==> src/pkg/fmcs_regs.svh <==
// Register offsets, field positions, reset values and the operation summary.
// Summary of operation
// - Mode field writable only with override set
// - Strap mode captured on power-down input rise
// - Mode-latched flag reads zero until capture
// - Mode codes: sync, external, internal, parallel
// - Lock auto-loads raw10 parallel bit unless blocked
// - Lock auto-loads raw12 parallel bit unless blocked
// - Lock enable keeps software parallel bit values
// - Divider code divides reference clock 1,2,4,8
// - Range bit picks 25 or 50 MHz oscillator
// - Internal reference in internal mode or no clock
`ifndef FMCS_REGS_SVH
`define FMCS_REGS_SVH
`define FMCS_ADDR_MODE 8'h03
`define FMCS_ADDR_LEGACY 8'h04
`define FMCS_ADDR_REFCLK 8'h05
`define FMCS_MODE_LSB 0
`define FMCS_MODE_MSB 2
`define FMCS_DONE_BIT 3
`define FMCS_OV_BIT 4
`define FMCS_RAW10_BIT 2
`define FMCS_RAW12_BIT 1
`define FMCS_LOCK_EN_BIT 0
`define FMCS_DIV_LSB 4
`define FMCS_DIV_MSB 6
`define FMCS_OSC_BIT 3
`define FMCS_MODE_RSV_MASK 8'hA0
`define FMCS_LEGACY_RSV_MASK 8'hF8
`define FMCS_REFCLK_RSV_MASK 8'h87
`define FMCS_REFCLK_RSV_RESET 8'h03
`define FMCS_DIV_MAX_CODE 3'h3
`endif

==> src/pkg/fmcs_pkg.sv <==
// Types shared by the mode and reference clock select block.
package fmcs_pkg;
  typedef enum logic [2:0] {
    FMCS_MODE_CSI_SYNC = 3'b000,
    FMCS_MODE_RSV1 = 3'b001,
    FMCS_MODE_CSI_EXT_CLK = 3'b010,
    FMCS_MODE_CSI_INT_CLK = 3'b011,
    FMCS_MODE_RSV4 = 3'b100,
    FMCS_MODE_PARALLEL_EXT = 3'b101,
    FMCS_MODE_RSV6 = 3'b110,
    FMCS_MODE_RSV7 = 3'b111
  } fmcs_mode_t;
endpackage

==> src/fmcs_ref_div.sv <==
// Divides synchronised reference clock edges into an internal reference tick.
`timescale 1ns/1ns
`include "fmcs_regs.svh"
module fmcs_ref_div (
  input wire logic ref_clk,
  input wire logic rst_n,
  input wire logic ref_rise,
  input wire logic [2:0] div_code,
  output logic tick_r
);
  logic [2:0] cnt_r;

  // Reserved codes fall back to divide by one so the tick never stops.
  function automatic logic [2:0] div_limit(input logic [2:0] code);
    unique case (code)
      3'h1: div_limit = 3'h1;
      3'h2: div_limit = 3'h3;
      3'h3: div_limit = 3'h7;
      default: div_limit = 3'h0;
    endcase
  endfunction

  always_ff @(posedge ref_clk or negedge rst_n) begin
    if (!rst_n) begin
      cnt_r <= 3'h0;
      tick_r <= 1'b0;
    end else begin
      tick_r <= 1'b0;
      if (ref_rise) begin
        if (cnt_r >= div_limit(div_code)) begin
          cnt_r <= 3'h0;
          tick_r <= 1'b1;
        end else begin
          cnt_r <= cnt_r + 3'h1;
        end
      end
    end
  end
endmodule

==> src/fmcs_top.sv <==
// Forward mode select, legacy parallel sub-mode and reference clock control.
`timescale 1ns/1ns
`include "fmcs_regs.svh"
module fmcs_top (
  input wire logic ref_clk,
  input wire logic rst_n,
  input wire logic power_down_input,
  input wire logic [2:0] mode_strap,
  input wire logic reference_clock_input,
  input wire logic sys_clk_present,
  input wire logic rx_lock,
  input wire logic bcc_raw10_value,
  input wire logic bcc_raw12_value,
  input wire logic reg_wr,
  input wire logic reg_rd,
  input wire logic [7:0] reg_addr,
  input wire logic [7:0] reg_wdata,
  output logic [7:0] reg_rdata_r,
  output logic reg_rvalid_r,
  output fmcs_pkg::fmcs_mode_t mode_out_r,
  output logic mode_done_r,
  output logic mode_reserved_r,
  output logic local_clk_needed_r,
  output logic raw10_parallel_select,
  output logic raw12_hf_parallel_select,
  output logic parallel_mode_lock_enable,
  output logic [2:0] ref_input_divider,
  output logic osc_range_select,
  output logic use_internal_ref_r,
  output logic int_ref_tick_r
);
  logic [2:0] pd_sync_r;
  logic [2:0] ref_sync_r;
  logic [1:0] sys_sync_r;
  logic [2:0] strap_meta_r;
  logic [2:0] strap_sync_r;
  logic [2:0] strap_cap_r;
  logic mode_strap_override;
  logic [2:0] mode_wr_r;
  logic [2:0] mode_rsv_r;
  logic [4:0] legacy_rsv_r;
  logic [3:0] refclk_rsv_r;
  logic rx_lock_d_r;
  logic pd_rise;
  logic ref_rise;
  logic lock_rise;
  logic wr_mode;
  logic wr_legacy;
  logic wr_refclk;
  logic [2:0] mode_eff;
  logic lock_block;

  // A register is hit only on an exact offset match.
  function automatic logic hit(input logic [7:0] a, input logic [7:0] b);
    hit = (a == b);
  endfunction

  assign wr_mode = reg_wr && hit(reg_addr, `FMCS_ADDR_MODE);
  assign wr_legacy = reg_wr && hit(reg_addr, `FMCS_ADDR_LEGACY);
  assign wr_refclk = reg_wr && hit(reg_addr, `FMCS_ADDR_REFCLK);

  // These pins pass two flops; the power-down and reference edge detectors look only at the second stage on, rx_lock is used raw.
  always_ff @(posedge ref_clk or negedge rst_n) begin
    if (!rst_n) begin
      pd_sync_r <= 3'h0;
      ref_sync_r <= 3'h0;
      sys_sync_r <= 2'h0;
      strap_meta_r <= 3'h0;
      strap_sync_r <= 3'h0;
    end else begin
      pd_sync_r <= {pd_sync_r[1:0], power_down_input};
      ref_sync_r <= {ref_sync_r[1:0], reference_clock_input};
      sys_sync_r <= {sys_sync_r[0], sys_clk_present};
      strap_meta_r <= mode_strap;
      strap_sync_r <= strap_meta_r;
    end
  end

  assign pd_rise = pd_sync_r[1] && !pd_sync_r[2];
  assign ref_rise = ref_sync_r[1] && !ref_sync_r[2];
  assign lock_rise = rx_lock && !rx_lock_d_r;

  // The strap is taken on the low to high edge of the power-down input.
  always_ff @(posedge ref_clk or negedge rst_n) begin
    if (!rst_n) begin
      strap_cap_r <= 3'h0;
    end else if (pd_rise) begin
      strap_cap_r <= strap_sync_r;
    end
  end

  // The flag rises in the same cycle as the capture and drops in power down.
  always_ff @(posedge ref_clk or negedge rst_n) begin
    if (!rst_n) begin
      mode_done_r <= 1'b0;
    end else if (pd_rise) begin
      mode_done_r <= 1'b1;
    end else if (!pd_sync_r[1]) begin
      mode_done_r <= 1'b0;
    end
  end

  // Mode register: override bit, written mode and reserved storage.
  always_ff @(posedge ref_clk or negedge rst_n) begin
    if (!rst_n) begin
      mode_strap_override <= 1'b0;
      mode_wr_r <= 3'h0;
      mode_rsv_r <= 3'h0;
    end else if (wr_mode) begin
      mode_strap_override <= reg_wdata[`FMCS_OV_BIT];
      mode_rsv_r <= {reg_wdata[7], 1'b0, reg_wdata[5]};
      if (reg_wdata[`FMCS_OV_BIT]) begin
        mode_wr_r <= reg_wdata[`FMCS_MODE_MSB:`FMCS_MODE_LSB];
      end
    end
  end

  assign mode_eff = mode_strap_override ? mode_wr_r : strap_cap_r;

  // Decoded mode outputs are registered so each output leaves a flop.
  always_ff @(posedge ref_clk or negedge rst_n) begin
    if (!rst_n) begin
      mode_out_r <= fmcs_pkg::FMCS_MODE_CSI_SYNC;
      mode_reserved_r <= 1'b0;
      local_clk_needed_r <= 1'b0;
      use_internal_ref_r <= 1'b0;
    end else begin
      mode_out_r <= fmcs_pkg::fmcs_mode_t'(mode_eff);
      unique case (fmcs_pkg::fmcs_mode_t'(mode_eff))
        fmcs_pkg::FMCS_MODE_CSI_SYNC,
        fmcs_pkg::FMCS_MODE_CSI_INT_CLK: begin
          mode_reserved_r <= 1'b0;
          local_clk_needed_r <= 1'b0;
        end
        fmcs_pkg::FMCS_MODE_CSI_EXT_CLK,
        fmcs_pkg::FMCS_MODE_PARALLEL_EXT: begin
          mode_reserved_r <= 1'b0;
          local_clk_needed_r <= 1'b1;
        end
        default: begin
          mode_reserved_r <= 1'b1;
          local_clk_needed_r <= 1'b0;
        end
      endcase
      use_internal_ref_r <= (mode_eff == fmcs_pkg::FMCS_MODE_CSI_INT_CLK)
                            || !sys_sync_r[1];
    end
  end

  // A write that turns the lock on in this cycle also blocks the load.
  assign lock_block = parallel_mode_lock_enable ||
                      (wr_legacy && reg_wdata[`FMCS_LOCK_EN_BIT]);

  always_ff @(posedge ref_clk or negedge rst_n) begin
    if (!rst_n) begin
      rx_lock_d_r <= 1'b0;
    end else begin
      rx_lock_d_r <= rx_lock;
    end
  end

  // Without the lock, the control channel load beats a same-cycle write.
  always_ff @(posedge ref_clk or negedge rst_n) begin
    if (!rst_n) begin
      raw10_parallel_select <= 1'b0;
      raw12_hf_parallel_select <= 1'b0;
      parallel_mode_lock_enable <= 1'b0;
      legacy_rsv_r <= 5'h00;
    end else begin
      if (wr_legacy) begin
        parallel_mode_lock_enable <= reg_wdata[`FMCS_LOCK_EN_BIT];
        legacy_rsv_r <= reg_wdata[7:3];
      end
      if (lock_rise && !lock_block) begin
        raw10_parallel_select <= bcc_raw10_value;
        raw12_hf_parallel_select <= bcc_raw12_value;
      end else if (wr_legacy) begin
        raw10_parallel_select <= reg_wdata[`FMCS_RAW10_BIT];
        raw12_hf_parallel_select <= reg_wdata[`FMCS_RAW12_BIT];
      end
    end
  end

  // Reference clock control register.
  always_ff @(posedge ref_clk or negedge rst_n) begin
    if (!rst_n) begin
      ref_input_divider <= 3'h0;
      osc_range_select <= 1'b0;
      refclk_rsv_r <= {1'b0, 3'(`FMCS_REFCLK_RSV_RESET)};
    end else if (wr_refclk) begin
      ref_input_divider <= reg_wdata[`FMCS_DIV_MSB:`FMCS_DIV_LSB];
      osc_range_select <= reg_wdata[`FMCS_OSC_BIT];
      refclk_rsv_r <= {reg_wdata[7], reg_wdata[2:0]};
    end
  end

  fmcs_ref_div u_ref_div (
    .ref_clk(ref_clk),
    .rst_n(rst_n),
    .ref_rise(ref_rise),
    .div_code(ref_input_divider),
    .tick_r(int_ref_tick_r)
  );

  // Read data appear one cycle after the strobe; unmapped offsets read 0.
  always_ff @(posedge ref_clk or negedge rst_n) begin
    if (!rst_n) begin
      reg_rdata_r <= 8'h00;
      reg_rvalid_r <= 1'b0;
    end else begin
      reg_rvalid_r <= reg_rd;
      if (reg_rd) begin
        if (hit(reg_addr, `FMCS_ADDR_MODE)) begin
          reg_rdata_r <= {mode_rsv_r[2], mode_rsv_r[1], mode_rsv_r[0],
                          mode_strap_override, mode_done_r, mode_eff};
        end else if (hit(reg_addr, `FMCS_ADDR_LEGACY)) begin
          reg_rdata_r <= {legacy_rsv_r, raw10_parallel_select,
                          raw12_hf_parallel_select,
                          parallel_mode_lock_enable};
        end else if (hit(reg_addr, `FMCS_ADDR_REFCLK)) begin
          reg_rdata_r <= {refclk_rsv_r[3], ref_input_divider,
                          osc_range_select, refclk_rsv_r[2:0]};
        end else begin
          reg_rdata_r <= 8'h00;
        end
      end
    end
  end
endmodule

==> config.mk <==
export PLATFORM = sky130hd
export DESIGN_NAME = fmcs_top
export DESIGN_NICKNAME = d
export VERILOG_FILES = /design/src/pkg/fmcs_pkg.sv /design/src/fmcs_ref_div.sv /design/src/fmcs_top.sv
export VERILOG_INCLUDE_DIRS = /design/src /design/src/pkg
export SDC_FILE = /design/constraint.sdc
export NUM_CORES = 1
export LEC_CHECK = 0
export BUFFER_PORTS_ARGS = -buffer_cell sky130_fd_sc_hd__buf_2
export CORE_ASPECT_RATIO = 0.6
export CORE_MARGIN = 3
export CORE_UTILIZATION = 50
export DETAILED_ROUTE_END_ITERATION = 16
export PLACE_DENSITY = 0.79
export SKIP_LAST_GASP = 1
export SLEW_MARGIN = 20
export SYNTH_ARGS = -nofsm -noshare
export SYNTH_HDL_FRONTEND = slang
export SYNTH_SLANG_ARGS = --single-unit
==> constraint.sdc <==
create_clock -name ref_clk -period 1.7 [get_ports ref_clk]
set_input_delay 0.34 -clock ref_clk [delete_from_list [all_inputs] [get_ports ref_clk]]
set_output_delay 0.34 -clock ref_clk [all_outputs]
set_load 0.03 [all_outputs]
Word level (Yosys, flattened, before mapping) --
Cells that the tools add are included.
Storage, ports and cells: word-level logic and storage cells 75, input port bits 29, memory bits (read-only) 0, bits in latches 0, RAM bits 0, memories kept 0, register bits after elaboration 60
Operators by class: multipliers 0, magnitude comparators 1, muxes and demuxes 17, reduce and logical (&&, ||, !) cells 20, bitwise gates (word level) 0, shift-type cells 0, eq/ne operators 10, divide/modulo/power cells 0, add/subtract/negate cells 1
Operators with widths (number):
- $mux 8 | 3
- $eq 8x3->1 const B | 2
- $eq 3x2->1 const B | 4
- $mux 1 | 10
- $mux 3 | 3
- $pmux 3 s3 | 1
- $eq 8x2->1 const B | 1
- $logic_and 1x1->1 | 8
- $logic_not 1->1 | 5
- $reduce_or 4->1 | 1
- $add 3x1->3 const B | 1
- $eq 3x1->1 const B | 1
- $eq 3x3->1 const B | 1
- $ge 3x3->1 | 1
- $logic_not 3->1 | 1
- $logic_or 1x1->1 | 2
- $ne 2x1->1 const B | 1
- $reduce_and 2->1 | 1
- $reduce_bool 2->1 | 1
- $reduce_or 2->1 | 1

Depth between registers and ports, before layout --
Gate-level depths: netlist of run 1.
depth in word-level cells 7, mapped depth 7, mapped depth without buffers 7

Modules after synthesis --
A second synthesis of run 1 with hierarchy kept.
Unflattened totals: cell total of the unflattened synthesis 170, area total of the unflattened synthesis 2437.3 um^2
By module, submodules not included:
- fmcs_top | seq. area each 1403.8 um^2, cells each 143, area an instance 2154.6 um^2, times used 1
- fmcs_ref_div | seq. area each 100.1 um^2, cells each 27, area an instance 282.8 um^2, times used 1

Least setup slack after synthesis of run 1 --
No wires, ideal clock.
path type in2reg, start input reg_addr[4], end register legacy_rsv_r[0], data arrival time 1.887 ns, library setup time 0.125 ns, cell stages on the path 4, required time 1.575 ns, setup slack -0.312 ns, cell sequence or4_1 > buf_2 > nor4_4 > mux2_2
Between the ends: cells in the longest elaborated chain, start to end 2
RTL lines:
- start: declaration | RTL line fmcs_top.sv:16 | input wire logic [7:0] reg_addr,
- $eq 8x3->1 | RTL line fmcs_top.sv:55 | hit = (a == b);
- $logic_and 1x1->1 | RTL line fmcs_top.sv:59 | assign wr_legacy = reg_wr && hit(reg_addr, `FMCS_ADDR_LEGACY);
- end signal: assignment | RTL line fmcs_top.sv:172 | legacy_rsv_r <= reg_wdata[7:3];
- end: declaration | RTL line fmcs_top.sv:41 | logic [4:0] legacy_rsv_r;
No other way between the ends. A chain may end at the register's enable or synchronous reset.

Worst setup path after layout of run 1 --
start input reg_addr[4], end register legacy_rsv_r[2]
The elaborated chain is that of the path after synthesis.

==> results of run 1 <==
==> cell usage in the layout (no fill, tap or decap) <==
cell and instances:
ha_1 4, nand3_1 1, o21ai_0 3, a21oi_1 7, mux2i_1 9, mux2_1 1
dfrtp_1 58, buf_2 52, xnor2_1 1, nor4_4 3, o21ai_2 1, mux2_4 5
nor3b_1 2, or4_4 1, or3b_2 1, or3_1 2, clkbuf_1 1, nor4_1 1
buf_4 11, a21o_1 2, nand2b_1 7, o22ai_1 8, dfstp_2 2, nand3b_1 1
inv_1 12, bufinv_16 3, clkinv_2 1, buf_12 1, a31oi_2 1, o221a_1 2
nor2_1 13, clkbuf_8 11, mux2_2 19, nand2_1 12, a21boi_0 1, nor2b_1 2
==> cell type report <==
type	instances	area, sq um
tap	60	75.1
fill	304	1260
multi-input combinational	110	896
timing repair buffer	64	363
inverter	12	45.0
clock buffer	12	155
sequential	60	1500
clock inverter	4	95.1
==> registers in the layout, summed over array words and instances (netlist names), 2 cells and up <==
register           flops
ref_sync_r             3
u_ref_div.cnt_r        3
strap_meta_r           3
ref_input_divider      3
refclk_rsv_r           4
mode_wr_r              3
mode_rsv_r             2
strap_sync_r           3
mode_out_r             3
pd_sync_r              3
legacy_rsv_r           5
strap_cap_r            3
sys_sync_r             2
reg_rdata_r            8
==> cell families (layout without fill, tap and decap cells) <==
family | after synthesis | count (layout) | synth area share [%]
flops | 60 | 60 | 61.8
xor+xnor | 1 | 1 | 0.360
simple gates | 46 | 46 | 11.4
compound gates | 25 | 25 | 6.58
fa+ha+maj | 4 | 4 | 2.06
mux | 34 | 34 | 15.3
buf+inv | 16 | 92 | 2.52
==> repair_timing <==
| action | CTS | global route |
|---|---|---|
| resized for setup | 0 | 1 |
| hold endpoints to repair | 0 | 0 |
| hold buffers | 0 | 0 |
| endpoints found under the setup margin | 0 | 8 |
==> through the flow <==
stage / area, sq um / utilization [%] / hold WS [ns] / worst slack (ns)
floorplan: 2460 / - / 0.0444 / -0.307
global placement: 2880 / 65.5 / 0.334 / -0.284
detailed placement: 2880 / 65.5 / 0.335 / -0.328
CTS: 3130 / 71.2 / 0.00579 / 0.000415
global route: 3130 / 71.3 / 0.0215 / -0.0244
finish: 3130 / 71.3 / 0.00857 / 0.00844
==> per-layer routing <==
layer / share of wire, % / vias to the layer above
li1: - / 790
met4: 2.1 / 0
met3: 7.8 / 13
met2: 44 / 65
met5: 0 / -
met1: 46 / 833
==> how the worst max path moves through the flow <==
stage / depth (start not counted) / slack [ns] / endpoint / start
after floorplan: 4 / -0.31 / legacy_rsv_r[0] / reg_addr[4]
after global placement: 5 / -0.28 / osc_range_select / reg_addr[4]
after detailed placement: 5 / -0.33 / legacy_rsv_r[2] / reg_addr[4]
after CTS: 5 / 0.0004 / refclk_rsv_r[3] / reg_addr[4]
after global routing: 7 / -0.02 / u_ref_div.cnt_r[1] / ref_input_divider[0]
final: 5 / 0.008 / legacy_rsv_r[2] / reg_addr[4]
==> critical path: stages <==
cell and delay [ns]:
buf_2 0.11, or4_4 0.60, nor4_4 0.34, buf_12 0.18, mux2_2 0.34
==> report_power, final <==
part	total (mW)	internal [mW]	switching [mW]
Sequential	1.55	1.51	0.0470
Combinational	0.325	0.129	0.196
Clock	1.58	1.05	0.531
==> out/summary.txt, run 1 <==
Max H-tree Level -> 3
GRT Util Overall -> 20.6%
top cells by count, synth -> dfrtp_1 (58), mux2_2 (24), nor2_1 (13), inv_1 (12), nand2_1 (12)
leakage -> 1.58 nW
clk sinks -> 60
Final Hold Viols -> 0
gr busiest metal -> met2
Root Driver -> clkbuf_8
post-DR vias/cell -> 5.28
clock buffer depth -> 2
Worst VDD drop -> 0.894 mV
die area -> 5770 sq um
top post-synthesis cells by area -> dfrtp_1 (60%), mux2_2 (11%), mux2i_1 (3.7%)
number of synthesis warnings -> 0
reg2reg path depth -> 7
Hold Path Class -> primary input to asynchronous set/reset pin
die height -> 60.0 um
Synth Register Bits -> 60
period utilisation layout -> 99.5%
ant diodes -> 0
startpoint class of the critical path -> primary input
Finished Layout Cells -> 322
Arr. time, crit path -> 1.91 ns
clock buffer count from CTS -> 9
Avg WL per Cell -> 16.3 um
fmax -> 0.591 GHz
Rows -> 18
CP max FO -> 10
post-synthesis cell count -> 186
IO Pins -> 53
gp weighted congestion -> 0.781
# Max-Cap Violations -> 0
Power, Total -> 3.46 mW
TritonRoute pass-1 iters -> 4
met1 usage -> 26.4%
Synth Flop Type -> dfrtp_1
grt ovf -> 0
Mean Syn Cell Area -> 13.1 sq um
Nets -> 290
Final Critical Period -> 1.69 ns
post-DP HPWL -> 3.67 mm
final setup violation count -> 0
pin count of the biggest net entering global routing -> 33
worst path required time -> 1.91 ns
vias in the first global route -> 1751
status -> finished, final reports clean
DR vias -> 1701
Core ar. -> 4390 sq um
Routed WL -> 5.25 mm
Worst setup EP type -> register
register area share after synthesis -> 61.8%
Least-Margin Pin Slew -> 0.405 ns
most common cell in the synthesized netlist -> dfrtp_1
Slew headroom -> 73.0%
ANT nets after route -> 0
Synth-to-Final Area Change -> 28.8%
RR Endpoint -> u_ref_div.cnt_r[1]
post-synthesis cell type count -> 30
EDFF count, synth -> 0
Pins Over Slew Limit -> 0
Clock transition at path regs -> 0.06 ns
RSZ-0062 raised after global routing -> yes
worst reg2reg setup slack -> 0.12 ns
share of cells above drive strength 1 -> 42.7%
CTS tree -> yes
postcts setup bufs -> 0
critical path class -> primary input to register
PortBufs -> 52
GR Util met2 -> 29.8%
pwr dens -> 1100 nW/um^2
syn nets -> 219
1st-iter DRT viols -> 76
RR Startpoint -> ref_input_divider[0]
Synth Cell Area -> 2430 sq um
Die X -> 96.0 um
area share of the largest cell type after synthesis -> 59.7%
DRC Markers -> 0
initial antenna violation count -> 0
met3 GRT Util -> 8.81%
Sum Neg Setup Slack -> 0 ns
placed cells -> 306
Async SR Flop Fraction -> 100%
clock latency on the worst-skew pair -> 0.34 ns
first-pass GRT wire length -> 8.46 mm
post-synth top area cell -> dfrtp_1
Starting Density -> 55.4%
Layout Skew -> 0.00755 ns
Power figures use the tool's default switching activity.
==> run 2, diff against run 1 <==
- CORE_ASPECT_RATIO: 0.6 -> 2
- RECOVER_POWER: default -> 50
- SYNTH_HIERARCHICAL: default -> 1
==> run 2 against run 1 <==
  * Hold slack improved by 0.096 ns
  * Synthesized cell count decreased by 8.6%
  * Highest routed layer unchanged
  * Final area decreased by 1.5%
  * Area after synthesis increased by 0.21%
  * Die area increased by 0.60%
  * Register-to-register slack about the same
==> out/summary.txt, run 2 <==
status -> finished, final reports clean
crit-path max cell delay -> 0.57 ns (-0.03 ns)
clock buffer depth -> 2 (unchanged)
die area -> 5800 sq um (+0.60%)
grt ovf -> 0 (unchanged)
1st-iter DRT viols -> 57 (-25%)
Finished Layout Cells -> 300 (-6.8%)
final setup violation count -> 0 (unchanged)
post-DP HPWL -> 3.50 mm (-4.7%)
# Max-Cap Violations -> 0 (unchanged)
metal1 wirelength -> 1.69 mm (-30%)
EDFF count, synth -> 0 (unchanged)
post-DR vias/cell -> 5.34 (+1.1%)
cts hold-fix bufs -> 0 (unchanged)
most common cell after layout, fill and taps aside -> dfrtp_1
leading cell types in the layout, fill and taps excluded -> dfrtp_1 (58), buf_2 (51), mux2_2 (24)
pwr dens -> 1150 nW/um^2 (+3.7%)
Mean Syn Cell Area -> 14.3 sq um (+9.6%)
startpoint class of the critical path -> primary input
first-pass GRT wire length -> 8.05 mm (-4.8%)
met3 WL -> 182 um (-56%)
clk sinks -> 60 (unchanged)
IO Pins -> 53 (unchanged)
Comb pwr share -> 8.8% (-0.6 points)
leakage -> 1.60 nW (+1.0%)
clock latency on the worst-skew pair -> 0.33 ns (about the same)
Synth Flop Type -> dfrtp_1
Die X -> 55.4 um (-42%)
placed cells -> 284 (-7.2%)
DR top layer -> met4
GRT Util Overall -> 18.3% (-2.3 points)
post-synthesis cell count -> 170 (-8.6%)
Clock transition at path regs -> 0.06 ns (about the same)
worst setup path end -> mode_wr_r[2]
crit-path cells -> buf_2 > or4_4 > nor4b_4 > nand2_1 > mux2_2
Pins Over Slew Limit -> 0 (unchanged)
Worst setup EP type -> register
Async SR Flop Fraction -> 100% (unchanged)
fmax -> 0.620 GHz (+4.9%)
post-synthesis cell type count -> 40 (+33%)
Largest regs -> reg_rdata_r: 8 flops, legacy_rsv_r: 5 flops, refclk_rsv_r: 4 flops
top cells by count, synth -> dfrtp_1 (58), mux2_2 (24), inv_1 (10), mux2i_1 (9), nand2b_1 (6)
Final Critical Period -> 1.61 ns (-0.0788 ns)
Arr. time, crit path -> 1.83 ns (-0.08 ns)
worst reg2reg setup slack -> 0.13 ns (about the same)
period utilisation layout -> 94.9% (-4.6 points)
Root Driver -> clkbuf_8
Final Hold Viols -> 0 (unchanged)
share of cells above drive strength 1 -> 47.8% (+5.0 points)
worst path required time -> 1.92 ns (about the same)
Max stage delay cell, worst path -> or4_4
critical path class -> primary input to register
PortBufs -> 52 (unchanged)
Setup crit start -> reg_addr[3]
Avg WL per Cell -> 15.6 um (-4.4%)
Nets -> 273 (-5.9%)
initial antenna violation count -> 0 (unchanged)
RSZ-0062 raised after global routing -> no
Core ar. -> 4640 sq um (+5.7%)
Biggest register -> reg_rdata_r
sequential fraction of design power -> 43.7% (-1.2 points)
Internal Power -> 2.79 mW (+4.0%)
vias in the first global route -> 1715 (-2.1%)
clock buffer count from CTS -> 9 (unchanged)
DR vias -> 1603 (-5.8%)
Starting Density -> 52.5% (-2.9 points)
post-synth top area cell -> dfrtp_1
Routed WL -> 4.68 mm (-11%)
Layout Skew -> 0.00684 ns (-0.000713 ns)
met2 wire length -> 2.70 mm (+17%)
Synth Register Bits -> 60 (unchanged)
hold depth -> 1
postcts setup bufs -> 0 (unchanged)
P_sw -> 0.741 mW (-4.3%)
max reg flops -> 8 (unchanged)
top post-synthesis cells by area -> dfrtp_1 (60%), mux2_2 (11%), mux2i_1 (3.7%)
# fillers -> 377 (+24%)
area share of the largest cell type after synthesis -> 59.5% (-0.12 points)
Final Core Density -> 66.5% (-4.8 points)
syn nets -> 203 (-7.3%)
Worst VDD drop -> 1.36 mV (+52%)
CTS resizes -> 0 (unchanged)
most common cell in the synthesized netlist -> dfrtp_1
number of synthesis warnings -> 6 (+6)
switching share of power -> 21.0% (-1.4 points)
CP max FO -> 4 (-6)
Slew headroom -> 5.77% (-67 points)
Synth-to-Final Area Change -> 26.6%
RR Endpoint -> u_ref_div/cnt_r[2]
DRC Markers -> 0 (unchanged)
Power, Total -> 3.54 mW (+2.2%)
Least-Margin Pin Slew -> 1.41 ns (+1.01 ns)
Max H-tree Level -> 3 (unchanged)
RR Startpoint -> ref_input_divider[2]
ant diodes -> 0 (unchanged)
reg2reg path depth -> 6 (-1)
Rows -> 35 (+17)
CTS tree -> yes
TritonRoute pass-1 iters -> 4 (unchanged)
register area share after synthesis -> 61.7% (-0.13 points)
Clock power frac -> 47.5% (+1.8 points)
ANT nets after route -> 0 (unchanged)
Synth Cell Area -> 2440 sq um (+0.21%)
Hold Path Class -> primary input to register
gp weighted congestion -> 0.794 (+1.6%)
die height -> 105 um (+74%)
pin count of the biggest net entering global routing -> 61 (+85%)
-- run 2: cell count changes in the layout (fill, tap and decap cells not counted), sizes merged, moves of 2 or more --
cell	before	now
nor2	13	3
a21oi	7	1
nand2	12	6
buf	64	59
o221ai	0	5
o22ai	8	3
nor2b	2	6
nor4	4	1
a221o	0	2
and3	0	2
clkbuf	12	14
inv	12	10
o21ai	4	6
-- run 2: per-layer routing --
metal	global-route usage (%)	vias to the layer above
met5	0	-
met4	10.4	0
met3	4.57	7
met2	31.8	40
met1	19.6	805
li1	-	751
-- run 2: logic make-up after synthesis --
family | Yosys count | synth area share, %
fa+ha+maj | 4 | 2.05
buf+inv | 12 | 1.90
mux | 33 | 14.8
compound gates | 22 | 7.65
flops | 60 | 61.7
simple gates | 38 | 11.6
xor+xnor | 1 | 0.359
-- run 2: worst max-delay path: cells and delay by family --
family | cells | cell delay [ns]
and+or+nand+nor | 3 | 1.10
muxes | 1 | 0.30
buffers and inverters | 1 | 0.09
-- run 2: final cells by class --
| cell class | instances | area (sq um) | share of cell area, % |
|---|---|---|---|
| flip-flops and latches | 60 | 1500 | 48.7 |
| inverters | 10 | 37.5 | 1.22 |
| repair buffers | 61 | 324 | 10.5 |
| well taps | 55 | 68.8 | 2.23 |
| clock inverters | 4 | 120 | 3.89 |
| multi-input cells | 98 | 887 | 28.7 |
| clock buffers | 12 | 145 | 4.70 |
-- run 2: how the worst min path moves through the flow --
stage | start | end
finish | mode_strap[0] | strap_meta_r[0]
global route | mode_strap[0] | strap_meta_r[0]
CTS | rst_n | local_clk_needed_r
detailed placement | sys_sync_r[0] | sys_sync_r[1]
global placement | strap_meta_r[2] | strap_sync_r[2]
floorplan | rst_n | legacy_rsv_r[0]
-- run 2: per-stage QoR --
step | hold WS [ns] | setup slack, ns | setup TNS, ns | cell area [sq um]
floorplan | 0.0444 | -0.160 | -2.21 | 2440
global placement | 0.332 | -0.233 | -4.65 | 2840
detailed placement | 0.336 | -0.259 | -5.27 | 2840
CTS | 0.00438 | 0.0873 | 0 | 3100
global route | 0.0935 | 0.0217 | 0 | 3090
finish | 0.105 | 0.0872 | 0 | 3090
-- run 2: power by group through the flow --
stage | sequential [mW] | clock, mW | combinational (mW)
after floorplan | 1.62 | 0 | 0.127
after global placement | 1.57 | 0 | 0.314
after detailed placement | 1.57 | 0 | 0.321
after CTS | 1.55 | 1.72 | 0.324
after global routing | 1.55 | 1.78 | 0.343
final | 1.54 | 1.68 | 0.312
==> run 3, diff against run 2 <==
- CTS_BUF_LIST: default -> sky130_fd_sc_hd__clkbuf_8 sky130_fd_sc_hd__clkbuf_16
==> run 3 against run 2 <==
  * Total power is 0.26% lower
  * Clock skew hardly changed
  * Sequential power hardly changed
  * Final cell count stayed put
  * First-iteration DRC count stayed put
  * Hold slack worse by 0.0022 ns
  * Global-route usage stayed put
  * Flip-flop and latch count stayed put
  * Utilization stayed put
  * Final area stayed put
  * Fmax hardly changed
  * Non-clock buffer count stayed put
  * Critical path type unchanged
  * Highest routed layer unchanged
==> out/summary.txt, run 3 (synthesis gave the netlist of run 2 again) <==
status -> finished, final reports clean
Worst setup EP type -> register
Core ar. -> 4640 sq um (unchanged)
gp weighted congestion -> 0.794 (unchanged)
Layout Skew -> 0.00716 ns (+0.000321 ns)
pwr dens -> 1140 nW/um^2 (-0.26%)
WP buf/inv -> 1 (unchanged)
Hold Path Class -> primary input to register
cts hold-fix bufs -> 0 (unchanged)
# fillers -> 377 (unchanged)
Final Critical Period -> 1.61 ns (-0.00122 ns)
Sum Neg Setup Slack -> 0 ns (unchanged)
most common cell after layout, fill and taps aside -> dfrtp_1
post-DP HPWL -> 3.50 mm (unchanged)
crit-path cells -> buf_2 > or4_4 > nor4b_4 > nand2_1 > mux2_2
Root Driver -> clkbuf_8
Final Hold Viols -> 0 (unchanged)
Nets -> 273 (unchanged)
Largest regs -> reg_rdata_r: 8 flops, legacy_rsv_r: 5 flops, refclk_rsv_r: 4 flops
grt ovf -> 0 (unchanged)
design area -> 3090 sq um (unchanged)
Synth-to-Final Area Change -> 26.6% (unchanged)
Clock transition at path regs -> 0.06 ns (about the same)
clock buffer depth -> 2 (unchanged)
worst reg2reg setup slack -> 0.13 ns (about the same)
final setup violation count -> 0 (unchanged)
TritonRoute pass-1 iters -> 4 (unchanged)
DRC Markers -> 0 (unchanged)
CTS tree -> yes
initial antenna violation count -> 0 (unchanged)
die height -> 105 um (unchanged)
RR Startpoint -> ref_input_divider[2]
Worst VDD drop -> 1.36 mV (+0.23%)
Final Core Density -> 66.5% (unchanged)
IO Pins -> 53 (unchanged)
crit-path max cell delay -> 0.57 ns (about the same)
Least-Margin Pin Slew -> 1.41 ns (-0.000126 ns)
leakage -> 1.60 nW (+0.52%)
RR Endpoint -> u_ref_div/cnt_r[2]
Rows -> 35 (unchanged)
Pins Over Slew Limit -> 0 (unchanged)
first-pass GRT wire length -> 8.05 mm (unchanged)
clock latency on the worst-skew pair -> 0.34 ns (about the same)
Max H-tree Level -> 3 (unchanged)
clock buffer count from CTS -> 9 (unchanged)
reg2reg path depth -> 6 (unchanged)
Power, Total -> 3.53 mW (-0.26%)
GRT Util Overall -> 18.3% (unchanged)
die area -> 5800 sq um (unchanged)
fmax -> 0.621 GHz (about the same)
post-DR vias/cell -> 5.34 (unchanged)
DP Area -> 2840 sq um (unchanged)
CTS resizes -> 0 (unchanged)
period utilisation layout -> 94.8% (about the same)
Slew headroom -> 5.77% (+0.0084 points)
postcts setup bufs -> 0 (unchanged)
vias in the first global route -> 1715 (unchanged)
Biggest register -> reg_rdata_r
Worst Hold Path EP -> strap_meta_r[0]
Die X -> 55.4 um (unchanged)
Max stage delay cell, worst path -> or4_4
max reg flops -> 8 (unchanged)
clk sinks -> 60 (unchanged)
Routed WL -> 4.69 mm (+0.24%)
# Max-Cap Violations -> 0 (unchanged)
CP delay by family, top -> simple AND/OR/NAND/NOR gates
CP max FO -> 4 (unchanged)
hold depth -> 1 (unchanged)
critical path class -> primary input to register
hold path start -> mode_strap[0]
DR vias -> 1603 (unchanged)
ANT nets after route -> 0 (unchanged)
pin count of the biggest net entering global routing -> 61 (unchanged)
1st-iter DRT viols -> 57 (unchanged)
Arr. time, crit path -> 1.83 ns (about the same)
RSZ-0062 raised after global routing -> no
startpoint class of the critical path -> primary input
PortBufs -> 52 (unchanged)
ant diodes -> 0 (unchanged)
worst path required time -> 1.92 ns (about the same)
Avg WL per Cell -> 15.6 um (+0.24%)
leading cell types in the layout, fill and taps excluded -> dfrtp_1 (58), buf_2 (51), mux2_2 (24)
hold slack -> 0.103 ns (-0.00216 ns)
share of cells above drive strength 1 -> 47.8% (unchanged)
Starting Density -> 52.5% (unchanged)
## run 3: cell types whose count changed in the layout (fill, tap and decap cells not counted)
cell / change
clkbuf_1: -2
inv_1: +2
## run 3: how the worst max path moves through the flow
stage	start	to	slack, ns	cells after the start
floorplan	reg_addr[3]	legacy_rsv_r[0]	-0.16	3
global placement	reg_addr[3]	mode_wr_r[2]	-0.23	5
detailed placement	reg_addr[3]	mode_wr_r[2]	-0.26	5
CTS	reg_addr[3]	mode_wr_r[2]	0.09	5
global route	reg_addr[3]	mode_wr_r[2]	0.02	5
finish	reg_addr[3]	mode_wr_r[2]	0.09	5
## run 3: worst reg2reg max path: cells and delay by family (launching register included)
| kind | cells | cell delay, ns |
|---|---|---|
| simple gates | 2 | 0.26 |
| fa+ha+maj | 1 | 0.33 |
| flops | 1 | 0.42 |
| compound gates | 3 | 0.46 |
## run 3: per-layer routing
metal	GRT usage [%]	vias to the layer above	part of all wire, %
met5	0	-	0
met2	31.8	39	58
met3	4.57	8	3.6
met4	10.4	0	2.3
li1	-	750	-
met1	19.6	806	36
## run 3: layout make-up
type,count,area [sq um],area share (%)
inverter,10,37.5,1.22
clock buffer,10,138,4.46
sequential,60,1500,48.7
tap,55,68.8,2.23
multi-input combinational,98,887,28.7
clock inverter,6,128,4.13
timing repair buffer,61,324,10.5
## run 3: stage by stage
stage          instances  worst slack (ns)
3_5_place_dp         284            -0.259
4_1_cts              300            0.0873
2_1_floorplan        170            -0.160
3_3_place_gp         284            -0.233
5_1_grt              300            0.0217
6_report             300            0.0885
## run 3: where the power goes
part | total [mW] | leakage, nW | switching, mW | internal, mW
sequential | 1.54 | 0.767 | 0.0386 | 1.51
clock | 1.67 | 0.139 | 0.519 | 1.15
combinational | 0.312 | 0.697 | 0.187 | 0.125
